--- src/hbc_pkg.sv ---
// Package with register map, field positions and modes of the breakpoint comparator.
package hbc_pkg;

   localparam logic [31:0] ctl1_addr      = 32'h0000_0021;
   localparam logic [31:0] ctl1_byte_addr = ctl1_addr << 2;
   // Every register owns one word, so no two may share a byte address.
   localparam logic [31:0] ctl0_byte_addr = 32'h0000_0080;
   localparam logic [31:0] addr_byte_addr = 32'h0000_0088;
   localparam logic [31:0] data_byte_addr = 32'h0000_008c;
   localparam logic [31:0] stat_byte_addr = 32'h0000_0090;

   // Control register zero fields.
   localparam int ctl0_mode_hi_pos    = 7;
   localparam int ctl0_mode_lo_pos    = 6;
   localparam int ctl0_prog_only_pos  = 5;
   localparam int ctl0_range1_pos     = 1;
   localparam int ctl0_range0_pos     = 0;
   // Control register one fields.
   localparam int ctl1_data_en_pos    = 7;
   localparam int ctl1_mask_hi_pos    = 6;
   localparam int ctl1_mask_lo_pos    = 5;
   localparam int ctl1_rw1_en_pos     = 4;
   localparam int ctl1_rw1_val_pos    = 3;
   localparam int ctl1_rw0_en_pos     = 2;
   localparam int ctl1_rw0_val_pos    = 1;

   localparam logic [7:0]  ctl0_reset     = 8'h00;
   localparam logic [7:0]  ctl1_reset     = 8'h00;
   localparam logic [7:0]  ctl0_wmask     = 8'he3;
   localparam logic [7:0]  ctl1_wmask     = 8'hfe;
   localparam logic [15:0] bkreg_reset    = 16'h0000;

   typedef enum logic [1:0] {
      hbc_mode_off,
      hbc_mode_irq_dual,
      hbc_mode_halt_full,
      hbc_mode_halt_dual
   } hbc_mode_t;

endpackage : hbc_pkg

--- src/hbc_ahb_slave.sv ---
`timescale 1ns/1ps
// AHB-Lite slave front end that turns bus transfers into one-cycle register strobes.
module hbc_ahb_slave (
   input  wire logic        hclk,
   input  wire logic        hresetn,
   input  wire logic        hsel,
   input  wire logic [31:0] haddr,
   input  wire logic [1:0]  htrans,
   input  wire logic        hwrite,
   input  wire logic [2:0]  hsize,
   input  wire logic        hready,
   input  wire logic [31:0] hwdata,
   output logic             hreadyout,
   output logic             hresp,
   output logic             wr_strobe,
   output logic             rd_strobe,
   output logic [31:0]      reg_addr,
   output logic [31:0]      reg_wdata
);

   logic pend_wr;
   logic pend_rd;

   // Zero wait states: the data phase always completes in its first cycle.
   assign hreadyout = 1'b1;
   assign hresp     = 1'b0;

   always_ff @(posedge hclk or negedge hresetn) begin
      if (!hresetn) begin
         pend_wr  <= 1'b0;
         pend_rd  <= 1'b0;
         reg_addr <= 32'h0000_0000;
      end else begin
         pend_wr <= hsel && hready && htrans[1] && hwrite && (hsize == 3'h2);
         pend_rd <= hsel && hready && htrans[1] && !hwrite;
         if (hsel && hready && htrans[1]) begin
            reg_addr <= haddr;
         end
      end
   end

   assign wr_strobe = pend_wr;
   assign rd_strobe = pend_rd;
   assign reg_wdata = hwdata;

endmodule : hbc_ahb_slave

--- src/hbc_byte_cmp.sv ---
`timescale 1ns/1ps
// One 16-bit compare with an optional low byte and high byte, as used by every breakpoint.
module hbc_byte_cmp (
   input  wire logic [15:0] ref_value,
   input  wire logic [15:0] bus_value,
   input  wire logic        use_high,
   input  wire logic        use_low,
   output logic             match
);

   assign match = (!use_high || (ref_value[15:8] == bus_value[15:8]))
                  && (!use_low || (ref_value[7:0] == bus_value[7:0]));

endmodule : hbc_byte_cmp

--- src/hbc_top.sv ---
// Register access over AHB-Lite was chosen for this implementation.
`timescale 1ns/1ps
// Hardware breakpoint comparator with its AHB-Lite register file.
// How it works
// - Two mode bits pick off, dual interrupt, full halt or dual halt.
// - No match counts while the debug mode is already active.
// - Only dual interrupt mode raises interrupts; it tags fetches, no data compare.
// - Dual interrupt mode ignores read/write and mask bits; ranges still apply.
// - In dual modes the data enable bit enables the second address breakpoint.
// - Full mode ignores second range and second read/write bits.
// - Full mode data enable and masks work only when program-only is clear.
// - Dual halt mode ignores masks; program-only also drops read/write bits.
// - Halt requests need the debug enable indication from the debug unit.
// - Address registers meet the address bus; data registers meet data or address.
// - Program-only clear breaks at boundary; set breaks only on executed tagged opcode.
// - Program-only has no effect in dual interrupt mode, always program breaks.
// - Second range bit clear compares upper address byte, set full address.
// - First range bit clear compares upper address byte, set full address.
// - Data enable clear removes data registers from every compare.
// - High mask clear compares data bits 15:8; set excludes them.
// - Low mask clear compares data bits 7:0; set excludes them.
// - Second read/write enable qualifies second breakpoint only in dual data-only cases.
// - Second read/write value: clear matches writes, set matches reads.
// - First read/write enable includes read/write in the first breakpoint match.
// - Both control registers are readable and writable at any time.
// - First read/write value: clear matches writes, set matches reads.
module hbc_top (
   input  wire logic        hclk,
   input  wire logic        hresetn,
   input  wire logic        hsel,
   input  wire logic [31:0] haddr,
   input  wire logic [1:0]  htrans,
   input  wire logic        hwrite,
   input  wire logic [2:0]  hsize,
   input  wire logic        hready,
   input  wire logic [31:0] hwdata,
   output logic             hreadyout,
   output logic             hresp,
   output logic [31:0]      hrdata,
   input  wire logic        cpu_cycle_valid,
   input  wire logic [15:0] cpu_addr,
   input  wire logic [15:0] cpu_data,
   input  wire logic        cpu_read,
   input  wire logic        cpu_fetch,
   input  wire logic        cpu_exec_valid,
   input  wire logic        cpu_exec_tag,
   input  wire logic        cpu_boundary,
   input  wire logic        debug_halt_mode_active,
   input  wire logic        debug_halt_mode_enabled,
   output logic             fetch_tag,
   output logic             software_interrupt_req,
   output logic             debug_halt_mode_req
);

   logic [7:0]           breakpoint_control_zero;
   logic [7:0]           breakpoint_control_one;
   logic [7:0]           break_addr_high;
   logic [7:0]           break_addr_low;
   logic [7:0]           break_data_high;
   logic [7:0]           break_data_low;
   logic                 wr_strobe;
   logic [31:0]          reg_addr;
   logic [31:0]          reg_wdata;
   hbc_pkg::hbc_mode_t   mode;
   logic                 program_only_break;
   logic                 second_range_full;
   logic                 first_range_full;
   logic                 data_reg_compare_enable;
   logic                 high_byte_mask;
   logic                 low_byte_mask;
   logic                 second_rw_qualify_enable;
   logic                 second_rw_value;
   logic                 first_rw_qualify_enable;
   logic                 first_rw_value;
   logic                 prog_mode;
   logic                 bp0_addr_hit;
   logic                 bp1_addr_hit;
   logic                 data_hit;
   logic                 bp0_use_rw;
   logic                 bp1_use_rw;
   logic                 bp0_hit;
   logic                 bp1_hit;
   logic                 data_use_high;
   logic                 data_use_low;
   logic                 full_data_on;
   logic                 raw_match;
   logic                 pending_boundary;
   logic                 halt_allowed;

   hbc_ahb_slave u_slave (
      .hclk      (hclk),
      .hresetn   (hresetn),
      .hsel      (hsel),
      .haddr     (haddr),
      .htrans    (htrans),
      .hwrite    (hwrite),
      .hsize     (hsize),
      .hready    (hready),
      .hwdata    (hwdata),
      .hreadyout (hreadyout),
      .hresp     (hresp),
      .wr_strobe (wr_strobe),
      .rd_strobe (),
      .reg_addr  (reg_addr),
      .reg_wdata (reg_wdata)
   );

   // Register writes; control registers take writes in every mode.
   always_ff @(posedge hclk or negedge hresetn) begin
      if (!hresetn) begin
         breakpoint_control_zero <= hbc_pkg::ctl0_reset;
         breakpoint_control_one  <= hbc_pkg::ctl1_reset;
      end else if (wr_strobe) begin
         if (reg_addr == hbc_pkg::ctl0_byte_addr) begin
            breakpoint_control_zero <= reg_wdata[7:0] & hbc_pkg::ctl0_wmask;
         end
         if (reg_addr == hbc_pkg::ctl1_byte_addr) begin
            breakpoint_control_one <= reg_wdata[7:0] & hbc_pkg::ctl1_wmask;
         end
      end
   end

   // The compare value registers are cleared only by the power-on style reset here.
   always_ff @(posedge hclk or negedge hresetn) begin
      if (!hresetn) begin
         {break_addr_high, break_addr_low} <= hbc_pkg::bkreg_reset;
         {break_data_high, break_data_low} <= hbc_pkg::bkreg_reset;
      end else if (wr_strobe) begin
         if (reg_addr == hbc_pkg::addr_byte_addr) begin
            {break_addr_high, break_addr_low} <= reg_wdata[15:0];
         end
         if (reg_addr == hbc_pkg::data_byte_addr) begin
            {break_data_high, break_data_low} <= reg_wdata[15:0];
         end
      end
   end

   // Read data is registered at the address phase so it stands in the data phase.
   always_ff @(posedge hclk or negedge hresetn) begin
      if (!hresetn) begin
         hrdata <= 32'h0000_0000;
      end else if (hsel && hready && htrans[1] && !hwrite) begin
         unique case (haddr)
            hbc_pkg::ctl0_byte_addr: hrdata <= {24'h000000, breakpoint_control_zero};
            hbc_pkg::ctl1_byte_addr: hrdata <= {24'h000000, breakpoint_control_one};
            hbc_pkg::addr_byte_addr: hrdata <= {16'h0000, break_addr_high, break_addr_low};
            hbc_pkg::data_byte_addr: hrdata <= {16'h0000, break_data_high, break_data_low};
            hbc_pkg::stat_byte_addr: hrdata <= {29'h0, pending_boundary,
                                                software_interrupt_req, debug_halt_mode_req};
            default:                 hrdata <= 32'h0000_0000;
         endcase
      end
   end

   assign mode = hbc_pkg::hbc_mode_t'({breakpoint_control_zero[hbc_pkg::ctl0_mode_hi_pos],
                                      breakpoint_control_zero[hbc_pkg::ctl0_mode_lo_pos]});
   assign program_only_break       = breakpoint_control_zero[hbc_pkg::ctl0_prog_only_pos];
   assign second_range_full        = breakpoint_control_zero[hbc_pkg::ctl0_range1_pos];
   assign first_range_full         = breakpoint_control_zero[hbc_pkg::ctl0_range0_pos];
   assign data_reg_compare_enable  = breakpoint_control_one[hbc_pkg::ctl1_data_en_pos];
   assign high_byte_mask           = breakpoint_control_one[hbc_pkg::ctl1_mask_hi_pos];
   assign low_byte_mask            = breakpoint_control_one[hbc_pkg::ctl1_mask_lo_pos];
   assign second_rw_qualify_enable = breakpoint_control_one[hbc_pkg::ctl1_rw1_en_pos];
   assign second_rw_value          = breakpoint_control_one[hbc_pkg::ctl1_rw1_val_pos];
   assign first_rw_qualify_enable  = breakpoint_control_one[hbc_pkg::ctl1_rw0_en_pos];
   assign first_rw_value           = breakpoint_control_one[hbc_pkg::ctl1_rw0_val_pos];

   // Interrupt mode always uses program breakpoints, whatever the program-only bit says.
   assign prog_mode = (mode == hbc_pkg::hbc_mode_irq_dual) || program_only_break;

   // Breakpoint 0: address registers against the address bus.
   hbc_byte_cmp u_bp0 (
      .ref_value ({break_addr_high, break_addr_low}),
      .bus_value (cpu_addr),
      .use_high  (1'b1),
      .use_low   (first_range_full),
      .match     (bp0_addr_hit)
   );

   // Breakpoint 1: data registers against the address bus in dual modes.
   hbc_byte_cmp u_bp1 (
      .ref_value ({break_data_high, break_data_low}),
      .bus_value (cpu_addr),
      .use_high  (1'b1),
      .use_low   (second_range_full),
      .match     (bp1_addr_hit)
   );

   // Full mode data compare; only active with data enable and program-only clear.
   assign full_data_on  = data_reg_compare_enable && !program_only_break;
   assign data_use_high = full_data_on && !high_byte_mask;
   assign data_use_low  = full_data_on && !low_byte_mask;

   hbc_byte_cmp u_data (
      .ref_value ({break_data_high, break_data_low}),
      .bus_value (cpu_data),
      .use_high  (data_use_high),
      .use_low   (data_use_low),
      .match     (data_hit)
   );

   // Read/write qualification is dropped for program breakpoints and interrupt mode.
   assign bp0_use_rw = first_rw_qualify_enable && !prog_mode;
   assign bp1_use_rw = second_rw_qualify_enable && !prog_mode
                       && (mode == hbc_pkg::hbc_mode_halt_dual);

   assign bp0_hit = bp0_addr_hit
                    && (!bp0_use_rw || (cpu_read == first_rw_value));
   assign bp1_hit = data_reg_compare_enable && bp1_addr_hit
                    && (!bp1_use_rw || (cpu_read == second_rw_value));

   always_comb begin
      unique case (mode)
         hbc_pkg::hbc_mode_off:      raw_match = 1'b0;
         hbc_pkg::hbc_mode_irq_dual:  raw_match = bp0_hit || bp1_hit;
         hbc_pkg::hbc_mode_halt_full: raw_match = bp0_hit && data_hit;
         hbc_pkg::hbc_mode_halt_dual: raw_match = bp0_hit || bp1_hit;
      endcase
   end

   assign halt_allowed = debug_halt_mode_enabled && !debug_halt_mode_active;

   // Program breakpoints tag the matching fetch; data/unexecuted opcodes never break.
   assign fetch_tag = cpu_cycle_valid && cpu_fetch && prog_mode && raw_match
                      && !debug_halt_mode_active;

   // Immediate breakpoints wait for the next instruction boundary.
   always_ff @(posedge hclk or negedge hresetn) begin
      if (!hresetn) begin
         pending_boundary <= 1'b0;
      end else if (debug_halt_mode_active || mode == hbc_pkg::hbc_mode_off) begin
         pending_boundary <= 1'b0;
      end else if (cpu_cycle_valid && !prog_mode && raw_match) begin
         pending_boundary <= 1'b1;
      end else if (cpu_boundary) begin
         pending_boundary <= 1'b0;
      end
   end

   // Requests are one-cycle pulses toward the CPU.
   always_ff @(posedge hclk or negedge hresetn) begin
      if (!hresetn) begin
         software_interrupt_req <= 1'b0;
         debug_halt_mode_req    <= 1'b0;
      end else begin
         software_interrupt_req <= (mode == hbc_pkg::hbc_mode_irq_dual) && cpu_exec_valid
                                   && cpu_exec_tag && !debug_halt_mode_active;
         debug_halt_mode_req    <= halt_allowed && (mode != hbc_pkg::hbc_mode_irq_dual)
                                   && (mode != hbc_pkg::hbc_mode_off)
                                   && ((pending_boundary && cpu_boundary)
                                       || (prog_mode && cpu_exec_valid
                                           && cpu_exec_tag));
      end
   end

endmodule : hbc_top

--- config.mk ---
export PLATFORM = sky130hd
export DESIGN_NAME = hbc_top
export DESIGN_NICKNAME = d
export VERILOG_FILES = /design/src/hbc_pkg.sv /design/src/hbc_ahb_slave.sv /design/src/hbc_byte_cmp.sv /design/src/hbc_top.sv
export SDC_FILE = /design/constraint.sdc
export NUM_CORES = 1
export LEC_CHECK = 0
export ABC_AREA = 1
export BUFFER_PORTS_ARGS = -buffer_cell sky130_fd_sc_hd__buf_2
export CAP_MARGIN = 5
export CORE_MARGIN = 2
export CORE_UTILIZATION = 45
export DETAILED_ROUTE_END_ITERATION = 10
export PLACE_DENSITY = 0.72
export SLEW_MARGIN = 10
export SYNTH_ARGS = -nofsm -noshare
export SYNTH_HDL_FRONTEND = slang
export SYNTH_SLANG_ARGS = --single-unit
--- constraint.sdc ---
create_clock -name hclk -period 1.7 [get_ports hclk]
set_input_delay 0.17 -clock hclk [delete_from_list [all_inputs] [get_ports hclk]]
set_output_delay 0.17 -clock hclk [all_outputs]
set_load 0.01 [all_outputs]
==> results.md, run 1 <==
- Number of global-route vias before repair: around 5000
- Violated checks: setup timing
- RSZ-0062 raised after global routing: yes
- Cell breakdown of the critical path: xnor2_1, nand2_1, nor2_1, nand2_1, nand2_1, nand3_2, nand2_2, nand2_2, nor2_1, buf_2
- Proportion of power drawn by combinational gates: 0.140
- Die span in x: ~110 um
- Pin count of the biggest net entering global routing: 63
- Clock transition time at the flip-flop clock pins of the worst setup and hold paths: around 0.060 ns
- Critical path type: reg2out
- Most used cell along the critical path: nand2_1
- Share of the yosys chip area belonging to registers: 0.454
- Cell at the slowest stage of the critical path: dfrtp_1
- Final worst-path setup slack: -0.233 ns
- Number of enable-type register cells in the synthesized netlist: 0
- Achievable frequency: 517 MHz
- Fraction of synthesized cell area taken by the top area cell type: 0.454
- Syn Std Cell Area: approximately 5300 sq um
- Internal power of the cells: ~3.7 mW
- IO Count: between 150 and 200
- Top_reg_cell synth: dfrtp_1
- Standby leakage power: between 3 and 4 nW
- Switching portion of total power: 0.262
- WP data arrival: 1.76 ns
- Worst Skew: 0.00651 ns
- Diode insertion count for antenna repair: 0
- Count of final setup violators: 29
- Power density of the placed cells: ~730 nW/um^2
- Initial antenna violation count: 1
- Estimated wirelength of the detail-placed design: 10.4 mm
- Sink Count: 96
- Total of warnings raised by yosys: 0
- Area of the core: between 10000 and 15000 sq um
- Area enclosed by the die boundary: roughly 13000 sq um
- CTS tree: done
- Synth unique cells: 31
- Synthesized area per cell: 7.29 sq um
- Total vias in the final route: about 5100
- DR DRC count: 0
- Total negative slack: -1.38 ns
- Pre-antenna DRT Iters: 5
- Overall track demand over capacity in global routing: 0.228
- Clock root buffer: clkbuf_16
- Cell class contributing the biggest share of worst-path delay: simple AND/OR/NAND/NOR gates
- Overall overflow remaining after global route: 0
- Number of DRC violations after detailed-routing iteration 0: roughly 330
- Overall die height: between 100 and 150 um
- Sum of routed wire length over all layers: between 10 and 15 mm
- IR Drop Worst-Case VDD: 0.000461 V
- Area growth syn-to-layout: 31.1%
- Global-route wire length before repair: around 23 mm
- DP Worst Slack: -0.0156 ns
- Synth area leaders: dfrtp_1 (45%), nand2_1 (22%), inv_1 (5.0%)
- Ratio of cells with drive above 1 in the final layout: 0.287
- Library cell with the largest summed area after synthesis: dfrtp_1
- Switching power summed over all nets: ~1.3 mW
- Global placement routability congestion: 0.857
- Total count of hold-check failures in the final report: 0
- Initial core utilization: 0.462
- Number of cells produced by synthesis: just over 700
- Critical-path maximum fanout: 5
- Number of port buffers: ~120
- Part of the total power dissipated in sequential elements: 0.496
- Remaining number of nets flagged by the antenna check after routing: 0
- Minimum clock period: 1.93 ns
- Number of maximum-capacitance violations: 0
- Post-layout nets: around 1000
- Avg WL per Cell: 13.8 um
- Yosys reg bits: between 90 and 100
- Clock latency at the later pin of the worst-skew pair: roughly 0.34 ns
- Fraction of the cycle the final worst path needs: 1.14
- Final slew viol count: 0
- Worst slew margin: 0.598
- Async set-reset flop share out of synthesis: 1.00
- CTS H-tree depth: 3
- Ratio of routed vias to standard cells: about 5.0
- Required arrival time at the worst endpoint: about 1.5 ns
- Share of power burned in the clock network: 0.364
- Endpoint class of the critical path: output pin
- Hold WC Path Type: in2reg
- Maximum root-to-sink buffer count: 2
- Status: finished with violations
- Placement Rows: 39
- Critical Path Source Type: flip-flop
- Sum of buffers and inverters on the critical path: 1
- Delay of the slowest critical-path stage: about 0.44 ns
- Total clock buffers created by CTS: 9
- Slew at the pin closest to its max-slew limit: between 0.6 and 0.7 ns
[cells by family after synthesis]
group / synth area share
DFF: 0.454
other: 0.00142
and+or+nand+nor: 0.353
xor gates and xnor gates: 0.0496
AOI/OAI and AO/OA: 0.0501
buffers and inverters: 0.0926
[state kept, by name (all words and copies together) (netlist names)]
| signal | flops |
|---|---|
| break_addr_low | 8 |
| debug_halt_mode_req | 1 |
| hrdata | 16 |
| u_slave.wr_strobe | 1 |
| u_slave.reg_addr | 32 |
| breakpoint_control_zero | 5 |
| software_interrupt_req | 1 |
| break_addr_high | 8 |
| breakpoint_control_one | 7 |
| pending_boundary | 1 |
| break_data_low | 8 |
| break_data_high | 8 |
[placed cells by master, fill, tap and decap left out, types with 4 or more instances in the layout]
master and count:
o22ai_1 4, a21oi_1 4, buf_6 6, nand2_4 10, buf_4 31, nand2_1 267, nand2_2 38, buf_2 114
dfrtp_1 91, nand3_1 27, nor2_4 6, conb_1 18, o21ai_1 5, buf_12 7, nor2_1 33, xnor2_1 27
o21ai_0 39, clkbuf_16 10, nor2_2 7, nor3_1 10, inv_1 69, dfrtp_2 5, dlygate4sd3_1 4, nand3_2 4
nand4_1 24
[power by group through the flow]
stage / Clock (mW) / Combinational (mW) / Sequential, mW
after detailed placement: 0 / 0.615 / 2.54
final: 1.85 / 0.711 / 2.52
after floorplan: 0 / 0.331 / 2.53
after CTS: 1.86 / 0.624 / 2.50
after global routing: 1.95 / 0.804 / 2.53
after global placement: 0 / 0.603 / 2.54
[worst reg2reg max path: cells and delay by family, from the launching register on]
family	cells	cell delay [ns]
buf+inv	1	0.21
simple gates	7	1.11
flops	1	0.39
[synth_stat cells, types with 3 or more instances]
cell        n
nand4_1    24
xnor2_1    28
o22ai_1     4
buf_4      18
a21oi_1     4
o21ai_0    42
nand2_2     3
nand3_1    31
nor4_1      4
nor3_1     13
clkbuf_1    8
buf_6       4
inv_1      71
nor2_1     43
nand2_1   312
dfrtp_1    96
[repair_timing]
| action | CTS | global route |
|---|---|---|
| setup endpoints to repair | 21 | 45 |
| hold buffers | 4 | 0 |
| gates resized for setup | 11 | 87 |
| pin swaps | 9 | 42 |
| hold endpoints to repair | 21 | 0 |
| buffers inserted | 2 | 10 |
| gates cloned | 0 | 1 |
[layer usage]
metal / global-route usage / up-vias / share of wire
li1: - / 2557 / -
met1: 0.309 / 2343 / 0.43
met2: 0.369 / 184 / 0.47
met3: 0.0351 / 26 / 0.075
met4: 0.0927 / 2 / 0.023
met5: 0 / - / 0.0012
[metrics by stage]
stage               total power [mW]   util  hold WS [ns]  std cells  cell area [sq um]
global placement                3.14  0.541        0.0806       1000               6210
detailed placement              3.15  0.541        0.0863       1000               6210
finish                          5.08  0.606        0.0498       1031               6950
CTS                             4.99  0.571        0.0296       1020               6550
floorplan                       2.86      -        -0.126        743               5360
global route                    5.29  0.606        0.0620       1031               6950
[worst paths after layout]
kind	startpoint	cells past startpoint	slack (ns)	to
worst max-delay path	break_data_high[4]$_DFFE_PN0P_	10	-0.23	fetch_tag
worst min-delay path	haddr[7]	3	0.05	u_slave.reg_addr[7]$_DFFE_PN0P_
worst max register to register	u_slave.reg_addr[10]$_DFFE_PN0P_	8	-0.08	break_data_high[0]$_DFFE_PN0P_
worst min register to register	hrdata[14]$_DFFE_PN0P_	2	0.48	hrdata[14]$_DFFE_PN0P_
max in group asynchronous	hresetn	3	0.82	break_data_low[0]$_DFFE_PN0P_
min in group asynchronous	hresetn	2	0.26	u_slave.reg_addr[18]$_DFFE_PN0P_
[layout make-up]
type,count,area [sq um]
Sequential cell,96,2410
Timing Repair Buffer,163,1080
Fill cell,1058,4520
Multi-Input combinational cell,543,2760
Inverter,72,270
Tap cell,143,179
Clock buffer,13,250
Clock inverter,1,5.00
(Power assumes the default switching activity.)
==> run 2: changes to the inputs <==
--- a/config.mk
+++ b/config.mk
@@ -11,8 +11,9 @@
 export CORE_MARGIN = 2
 export CORE_UTILIZATION = 45
 export DETAILED_ROUTE_END_ITERATION = 10
-export PLACE_DENSITY = 0.72
+export PLACE_DENSITY = 0.7
 export SLEW_MARGIN = 10
 export SYNTH_ARGS = -nofsm -noshare
 export SYNTH_HDL_FRONTEND = slang
+export SYNTH_HIERARCHICAL = 1
 export SYNTH_SLANG_ARGS = --single-unit
==> run 2 against run 1 <==
  * The flow still finishes with violations (setup timing)
  * Global-route usage shrank 2.1 points
  * Final cell count grew 10%
  * Routed wire length grew 3.9%
  * Non-clock buffer count shrank 3
  * Clock-buffer cell count shrank 3
  * Critical endpoint unchanged
  * Highest routed layer unchanged
==> results.md, run 2 <==
- Highest-count cells in the layout ignoring fill and taps: nand2_1 (314), buf_2 (114), dfrtp_1 (95)
- Critical-path maximum fanout: 3
- Sequential Area: about 2400 sq um
- Min Hold Slack: ~0.007 ns
- Achievable frequency: ~460 MHz
- Violated checks: setup timing
- Startpoint of the tightest hold check path: debug_halt_mode_active
- Remaining number of nets flagged by the antenna check after routing: 0
- Path depth of the worst reg2reg path: 9
- Initial core utilization: 0.465
- Cell breakdown of the critical path: xnor2_1, nand2_1, nor2_1, nand2_1, nand2_1, nand2_1, inv_1, and3_1, nand2_1, nand2_2, nand4_1, nor2_1, buf_2
- Number of port buffers: 115
- Met2 Resource Use GR: 0.344
- Fraction of the cycle the final worst path needs: 1.27
- CTS tree: done
- Total clock buffers created by CTS: 9
- Launching point of the worst reg2reg path: u_slave/reg_addr[7]$_DFFE_PN0P_
- Pre-antenna DRT Iters: 5
- Overall die height: around 120 um
- Ratio of cells with drive above 1 in the final layout: 0.266
- Synthesized area per cell: 7.14 sq um
- Sink Count: 96
- Status: finished with violations
- Endpoint class of the critical path: output pin
- Cell at the slowest stage of the critical path: dfrtp_1
- Overall overflow remaining after global route: 0
- Critical Path Source Type: flip-flop
- Total vias in the final route: about 5400
- Delay of the slowest critical-path stage: 0.44 ns
- Clock latency at the later pin of the worst-skew pair: roughly 0.34 ns
- Number of cells produced by synthesis: approximately 830
- RSZ-0062 raised after global routing: yes
- M1 GR Usage: 0.270
- Pin count of the biggest net entering global routing: 37
- Estimated wirelength of the detail-placed design: 10.4 mm
- Biggest register: u_slave/reg_addr
- Count of fill cells added during filler insertion: roughly 1200
- Sum of buffers and inverters on the critical path: 2
- Final slew viol count: 0
- Total count of hold-check failures in the final report: 0
- Clock root buffer: clkbuf_16
- Global-route layer with the greatest usage: met2
- Reg-to-Reg End: break_addr_low[3]$_DFFE_PN0P_
- Cell class contributing the biggest share of worst-path delay: simple AND/OR/NAND/NOR gates
- Ratio of routed vias to standard cells: roughly 4.8
- Area of the core: between 10000 and 15000 sq um
- Avg WL per Cell: between 10 and 15 um
- Number of global-route vias before repair: slightly above 5000
- Required arrival time at the worst endpoint: approximately 1.5 ns
- Global-route wire length before repair: roughly 24 mm
- Area growth syn-to-layout: 24.1%
- Area enclosed by the die boundary: about 14000 sq um
- Flip-flop count of the largest register after layout: 32
- Sum of routed wire length over all layers: between 10 and 15 mm
- Cell depth of the worst min-delay path: 2
- Most used cell along the critical path: nand2_1
- Die span in x: around 120 um
- Clock transition time at the flip-flop clock pins of the worst setup and hold paths: 0.07 ns
- Critical path type: reg2out
- Final worst-path setup slack: -0.452 ns
- Slew at the pin closest to its max-slew limit: around 0.78 ns
- Number of DRC violations after detailed-routing iteration 0: slightly above 300
- Most frequent standard cell in the layout excluding fill and tap cells: nand2_1
- R2R setup slack: -0.01 ns
- Number of maximum-capacitance violations: 0
- Hold WC Path Type: in2reg
- CTS H-tree depth: 3
- DR DRC count: 0
- Global-route track usage on met3: 0.0479
- Initial antenna violation count: 2
- Worst Skew: approximately 0.0065 ns
- IR Drop Worst-Case VDD: between 0.0006 and 0.0007 V
- Leading registers by flop count: u_slave/reg_addr: 32 flops, hrdata: 16 flops
- Total of warnings raised by yosys: 6
- Critical path depth: 13
- Power density of the placed cells: 731 nW/um^2
- Global placement routability congestion: 0.850
- Count of final setup violators: 6
- Placement Rows: 41
- Syn Std Cell Area: slightly below 6000 sq um
- Post-layout nets: 1071
- Total negative slack: -0.484 ns
- Worst Hold Endpoint: software_interrupt_req$_DFF_PN0_
- Minimum clock period: ~2.2 ns
- Overall track demand over capacity in global routing: 0.207
- Area of the multi-input gates: 2980 sq um
- Count of placed standard cells including taps: 1110
- Maximum root-to-sink buffer count: 2
- WP data arrival: 1.98 ns
- IO Count: about 150
- Worst slew margin: 0.480
- Standby leakage power: between 4 and 5 nW
- Number of standard cells in the final layout excluding fillers: 1135
run 2: cell type report:
type,instances,share of cell area
diodes,1,0.000340
clock inverters,6,0.0124
multi-input cells,590,0.405
inverters,100,0.0510
repair buffers,160,0.144
clock buffers,10,0.0324
flip-flops and latches,96,0.326
well taps,172,0.0292
run 2: layer usage:
layer  wire length, um  up-vias
li1                  -     2776
met1              6420     2401
met4               235        2
met3              1130       22
met2              7000      192
met5                11        -
run 2: report_power, final:
group	switching [mW]	leakage [nW]	internal, mW	total (mW)
clock	0.895	0.151	1.33	2.23
sequential	0.0858	1.06	2.41	2.50
combinational	0.391	2.98	0.265	0.656
run 2: timing repair:
action	in CTS	in global routing
pin swaps	1	10
buffers inserted	0	3
resized for setup	3	48
setup endpoints to repair	14	35
hold buffers	1	0
endpoints found under the hold margin	34	0
cloned	0	4
run 2: how the worst max path moves through the flow:
stage	start	to
floorplan	u_slave/reg_addr[5]$_DFFE_PN0P_	break_addr_low[7]$_DFFE_PN0P_
global placement	break_data_low[1]$_DFFE_PN0P_	fetch_tag
detailed placement	break_data_high[0]$_DFFE_PN0P_	fetch_tag
CTS	break_data_low[2]$_DFFE_PN0P_	fetch_tag
global route	break_data_high[1]$_DFFE_PN0P_	fetch_tag
finish	break_data_low[2]$_DFFE_PN0P_	fetch_tag
run 2: stage by stage:
step	instance area [sq um]	utilization	total power, mW	worst slack (ns)
CTS	7080	0.554	5.41	-0.437
detailed placement	6730	0.527	3.19	-0.0728
global placement	6730	0.527	3.17	-0.0477
floorplan	6000	-	2.95	0.179
finish	7370	0.577	5.38	-0.452
global route	7360	0.576	5.61	-0.604
run 2: worst register-to-register path, cell delays in order, from the launching register on:
cell,delay [ns]
dfrtp_1,0.37
inv_2,0.05
nor4_4,0.39
buf_4,0.18
nand3_2,0.09
nor2_4,0.09
buf_4,0.14
nand2_8,0.10
nand2_1,0.14
o21ai_2,0.05
==> run 3: changes to the inputs <==
--- a/config.mk
+++ b/config.mk
@@ -6,11 +6,12 @@
 export NUM_CORES = 1
 export LEC_CHECK = 0
 export ABC_AREA = 1
-export BUFFER_PORTS_ARGS = -buffer_cell sky130_fd_sc_hd__buf_2
+export BUFFER_PORTS_ARGS = -buffer_cell sky130_fd_sc_hd__clkbuf_2
 export CAP_MARGIN = 5
 export CORE_MARGIN = 2
 export CORE_UTILIZATION = 45
 export DETAILED_ROUTE_END_ITERATION = 10
+export GPL_ROUTABILITY_DRIVEN = 0
 export PLACE_DENSITY = 0.7
 export SLEW_MARGIN = 10
 export SYNTH_ARGS = -nofsm -noshare
==> run 3 against run 2 <==
  * The flow still finishes with violations (setup timing)
  * Core utilization fell by 0.72 points
  * Die area is the same
  * Clock skew rose by 0.0053 ns
  * Combinational power grew 0.6%
==> results.md, run 3 (synthesized netlist as in run 2, its figures left out) <==
- Clock transition time at the flip-flop clock pins of the worst setup and hold paths: around 0.070 ns
- Post-layout nets: roughly 1100
- Count of fill cells added during filler insertion: between 1000 and 1500
- WP data arrival: between 1.5 and 2 ns
- Number of global-route vias before repair: between 5000 and 6000
- Biggest register: u_slave/reg_addr
- Worst slew margin: 0.621
- Violated checks: setup timing
- Minimum clock period: approximately 2.1 ns
- Sum of buffers and inverters on the critical path: 3
- Area of the multi-input gates: just under 3000 sq um
- Total clock buffers created by CTS: 9
- Number of DRC violations after detailed-routing iteration 0: slightly below 300
- Most frequent standard cell in the layout excluding fill and tap cells: nand2_1
- Leading registers by flop count: u_slave/reg_addr: 32 flops, hrdata: 16 flops
- Pin count of the biggest net entering global routing: between 40 and 50
- Delay of the slowest critical-path stage: 0.43 ns
- Initial antenna violation count: 1
- IO Count: approximately 150
- Area enclosed by the die boundary: approximately 14000 sq um
- Overall overflow remaining after global route: 0
- Critical-path maximum fanout: 5
- Global-route wire length before repair: around 24 mm
- Standby leakage power: ~4.2 nW
- Sink Count: 96
- Count of placed standard cells including taps: ~1100
- Slew at the pin closest to its max-slew limit: between 0.5 and 0.6 ns
- Overall track demand over capacity in global routing: 0.209
- Clock latency at the later pin of the worst-skew pair: about 0.35 ns
- Flip-flop count of the largest register after layout: 32
- Switching power summed over all nets: ~1.4 mW
- Maximum root-to-sink buffer count: 2
- Initial core utilization: 0.465
- Final slew viol count: 0
- Diode insertion count for antenna repair: 0
- Share of power burned in the clock network: 0.390
- Highest-count cells in the layout ignoring fill and taps: nand2_1 (313), clkbuf_2 (113), dfrtp_1 (95)
- Ratio of routed vias to standard cells: 4.78
- Sum of routed wire segments on met1: just under 7 mm
- Total vias in the final route: roughly 5400
- Switching portion of total power: 0.263
- Number of port buffers: 115
- Final Power: around 5.2 mW
- Total count of hold-check failures in the final report: 0
- Avg WL per Cell: 13.2 um
- Fraction of the cycle the final worst path needs: 1.26
- Final worst-path setup slack: -0.442 ns
- Status: finished with violations
- Pre-antenna DRT Iters: 4
- Cell at the slowest stage of the critical path: dfrtp_1
- Die span in x: roughly 120 um
- CTS H-tree depth: 3
- Endpoint class of the critical path: output pin
- CTS tree: done
- Critical path type: reg2out
- IR Drop Worst-Case VDD: about 0.0005 V
- Internal power of the cells: 3.82 mW
- Remaining number of nets flagged by the antenna check after routing: 0
- Clock root buffer: clkbuf_16
- DR DRC count: 0
- Part of the total power dissipated in sequential elements: 0.482
- Cell breakdown of the critical path: inv_1, nand2_1, nand2_1, nand2_1, nor2_2, nand2_2, nand2_1, nand2_1, inv_1, or2_1, nand4_1, nand2_2, nand4_1, nor2_1, buf_2
- Number of standard cells in the final layout excluding fillers: 1137
- Count of final setup violators: 1
- Hold WC Path Type: in2reg
- RSZ-0062 raised after global routing: yes
- Overall die height: 119 um
- Power density of the placed cells: between 700 and 800 nW/um^2
- Area growth syn-to-layout: 22.6%
- Estimated wirelength of the detail-placed design: around 10 mm
- Placement Rows: 41
- Cell class contributing the biggest share of worst-path delay: simple AND/OR/NAND/NOR gates
- DP Worst Slack: -0.0757 ns
- Proportion of power drawn by combinational gates: 0.128
- Achievable frequency: 467 MHz
- Most used cell along the critical path: nand2_1
- Ratio of cells with drive above 1 in the final layout: 0.265
- Detailed-routed wire length on met3: roughly 1.1 mm
- Sum of routed wire length over all layers: 15.0 mm
- Met2 routed WL: 6.87 mm
- Area of the core: approximately 13000 sq um
- Worst Skew: around 0.012 ns
- Required arrival time at the worst endpoint: 1.53 ns
- Uppermost layer routed: met4
- Critical Path Source Type: flip-flop
- Number of maximum-capacitance violations: 0
- Sequential Area: between 2000 and 2500 sq um
==> run 3: layout make-up <==
cell class	count	area share
clock inverters	5	0.00791
flip-flops and latches	96	0.330
repair buffers	161	0.143
clock buffers	11	0.0320
multi-input cells	592	0.406
well taps	172	0.0296
inverters	100	0.0516
==> run 3: timing repair <==
| item | 4_1_cts | 5_1_grt |
|---|---|---|
| endpoints found under the hold margin | 38 | 0 |
| hold buffers | 2 | 0 |
| cloned | 0 | 4 |
| buffers inserted | 0 | 4 |
| pin swaps | 1 | 9 |
| gates resized for setup | 3 | 39 |
| setup endpoints to repair | 13 | 26 |
==> run 3: layer usage <==
layer	GRT usage	up-vias
li1	-	2796
met4	0.0759	0
met2	0.335	175
met5	0	-
met1	0.280	2439
met3	0.0436	23
==> run 3: path summary, 6_finish.rpt <==
path	from	endpoint	slack [ns]	depth (start not counted)
max	break_data_low[7]$_DFFE_PN0P_	fetch_tag	-0.44	15
min	debug_halt_mode_enabled	debug_halt_mode_req$_DFF_PN0_	0.04	3
max reg2reg	u_slave/reg_addr[7]$_DFFE_PN0P_	break_addr_low[7]$_DFFE_PN0P_	0.03	8
min reg2reg	u_slave/reg_addr[0]$_DFFE_PN0P_	u_slave/reg_addr[0]$_DFFE_PN0P_	0.47	2
max in group asynchronous	hresetn	breakpoint_control_one[6]$_DFFE_PN0P_	0.74	3
min in group asynchronous	hresetn	u_slave/reg_addr[26]$_DFFE_PN0P_	0.35	2
==> run 3: power groups by stage <==
stage | logic, mW | registers [mW] | clock network [mW]
detailed placement | 0.649 | 2.54 | 0
global placement | 0.635 | 2.53 | 0
CTS | 0.656 | 2.50 | 2.05
finish | 0.660 | 2.50 | 2.02
global route | 0.761 | 2.51 | 2.15
floorplan | 0.431 | 2.52 | 0
==> run 3: metrics by stage <==
step           instance area (sq um)   util  hold slack [ns]  setup TNS (ns)
3_3_place_gp                    6720  0.526            0.183         -0.0479
4_1_cts                         7050  0.552           0.0341          -0.448
5_1_grt                         7270  0.569           0.0517           -1.27
3_5_place_dp                    6720  0.526            0.185          -0.252
2_1_floorplan                   6000      -           -0.126               0
6_report                        7270  0.569           0.0355          -0.442
==> run 3: worst min-delay path: stages <==
cell and delay [ns]:
clkbuf_2 0.08, nand3_1 0.07, a21oi_1 0.04
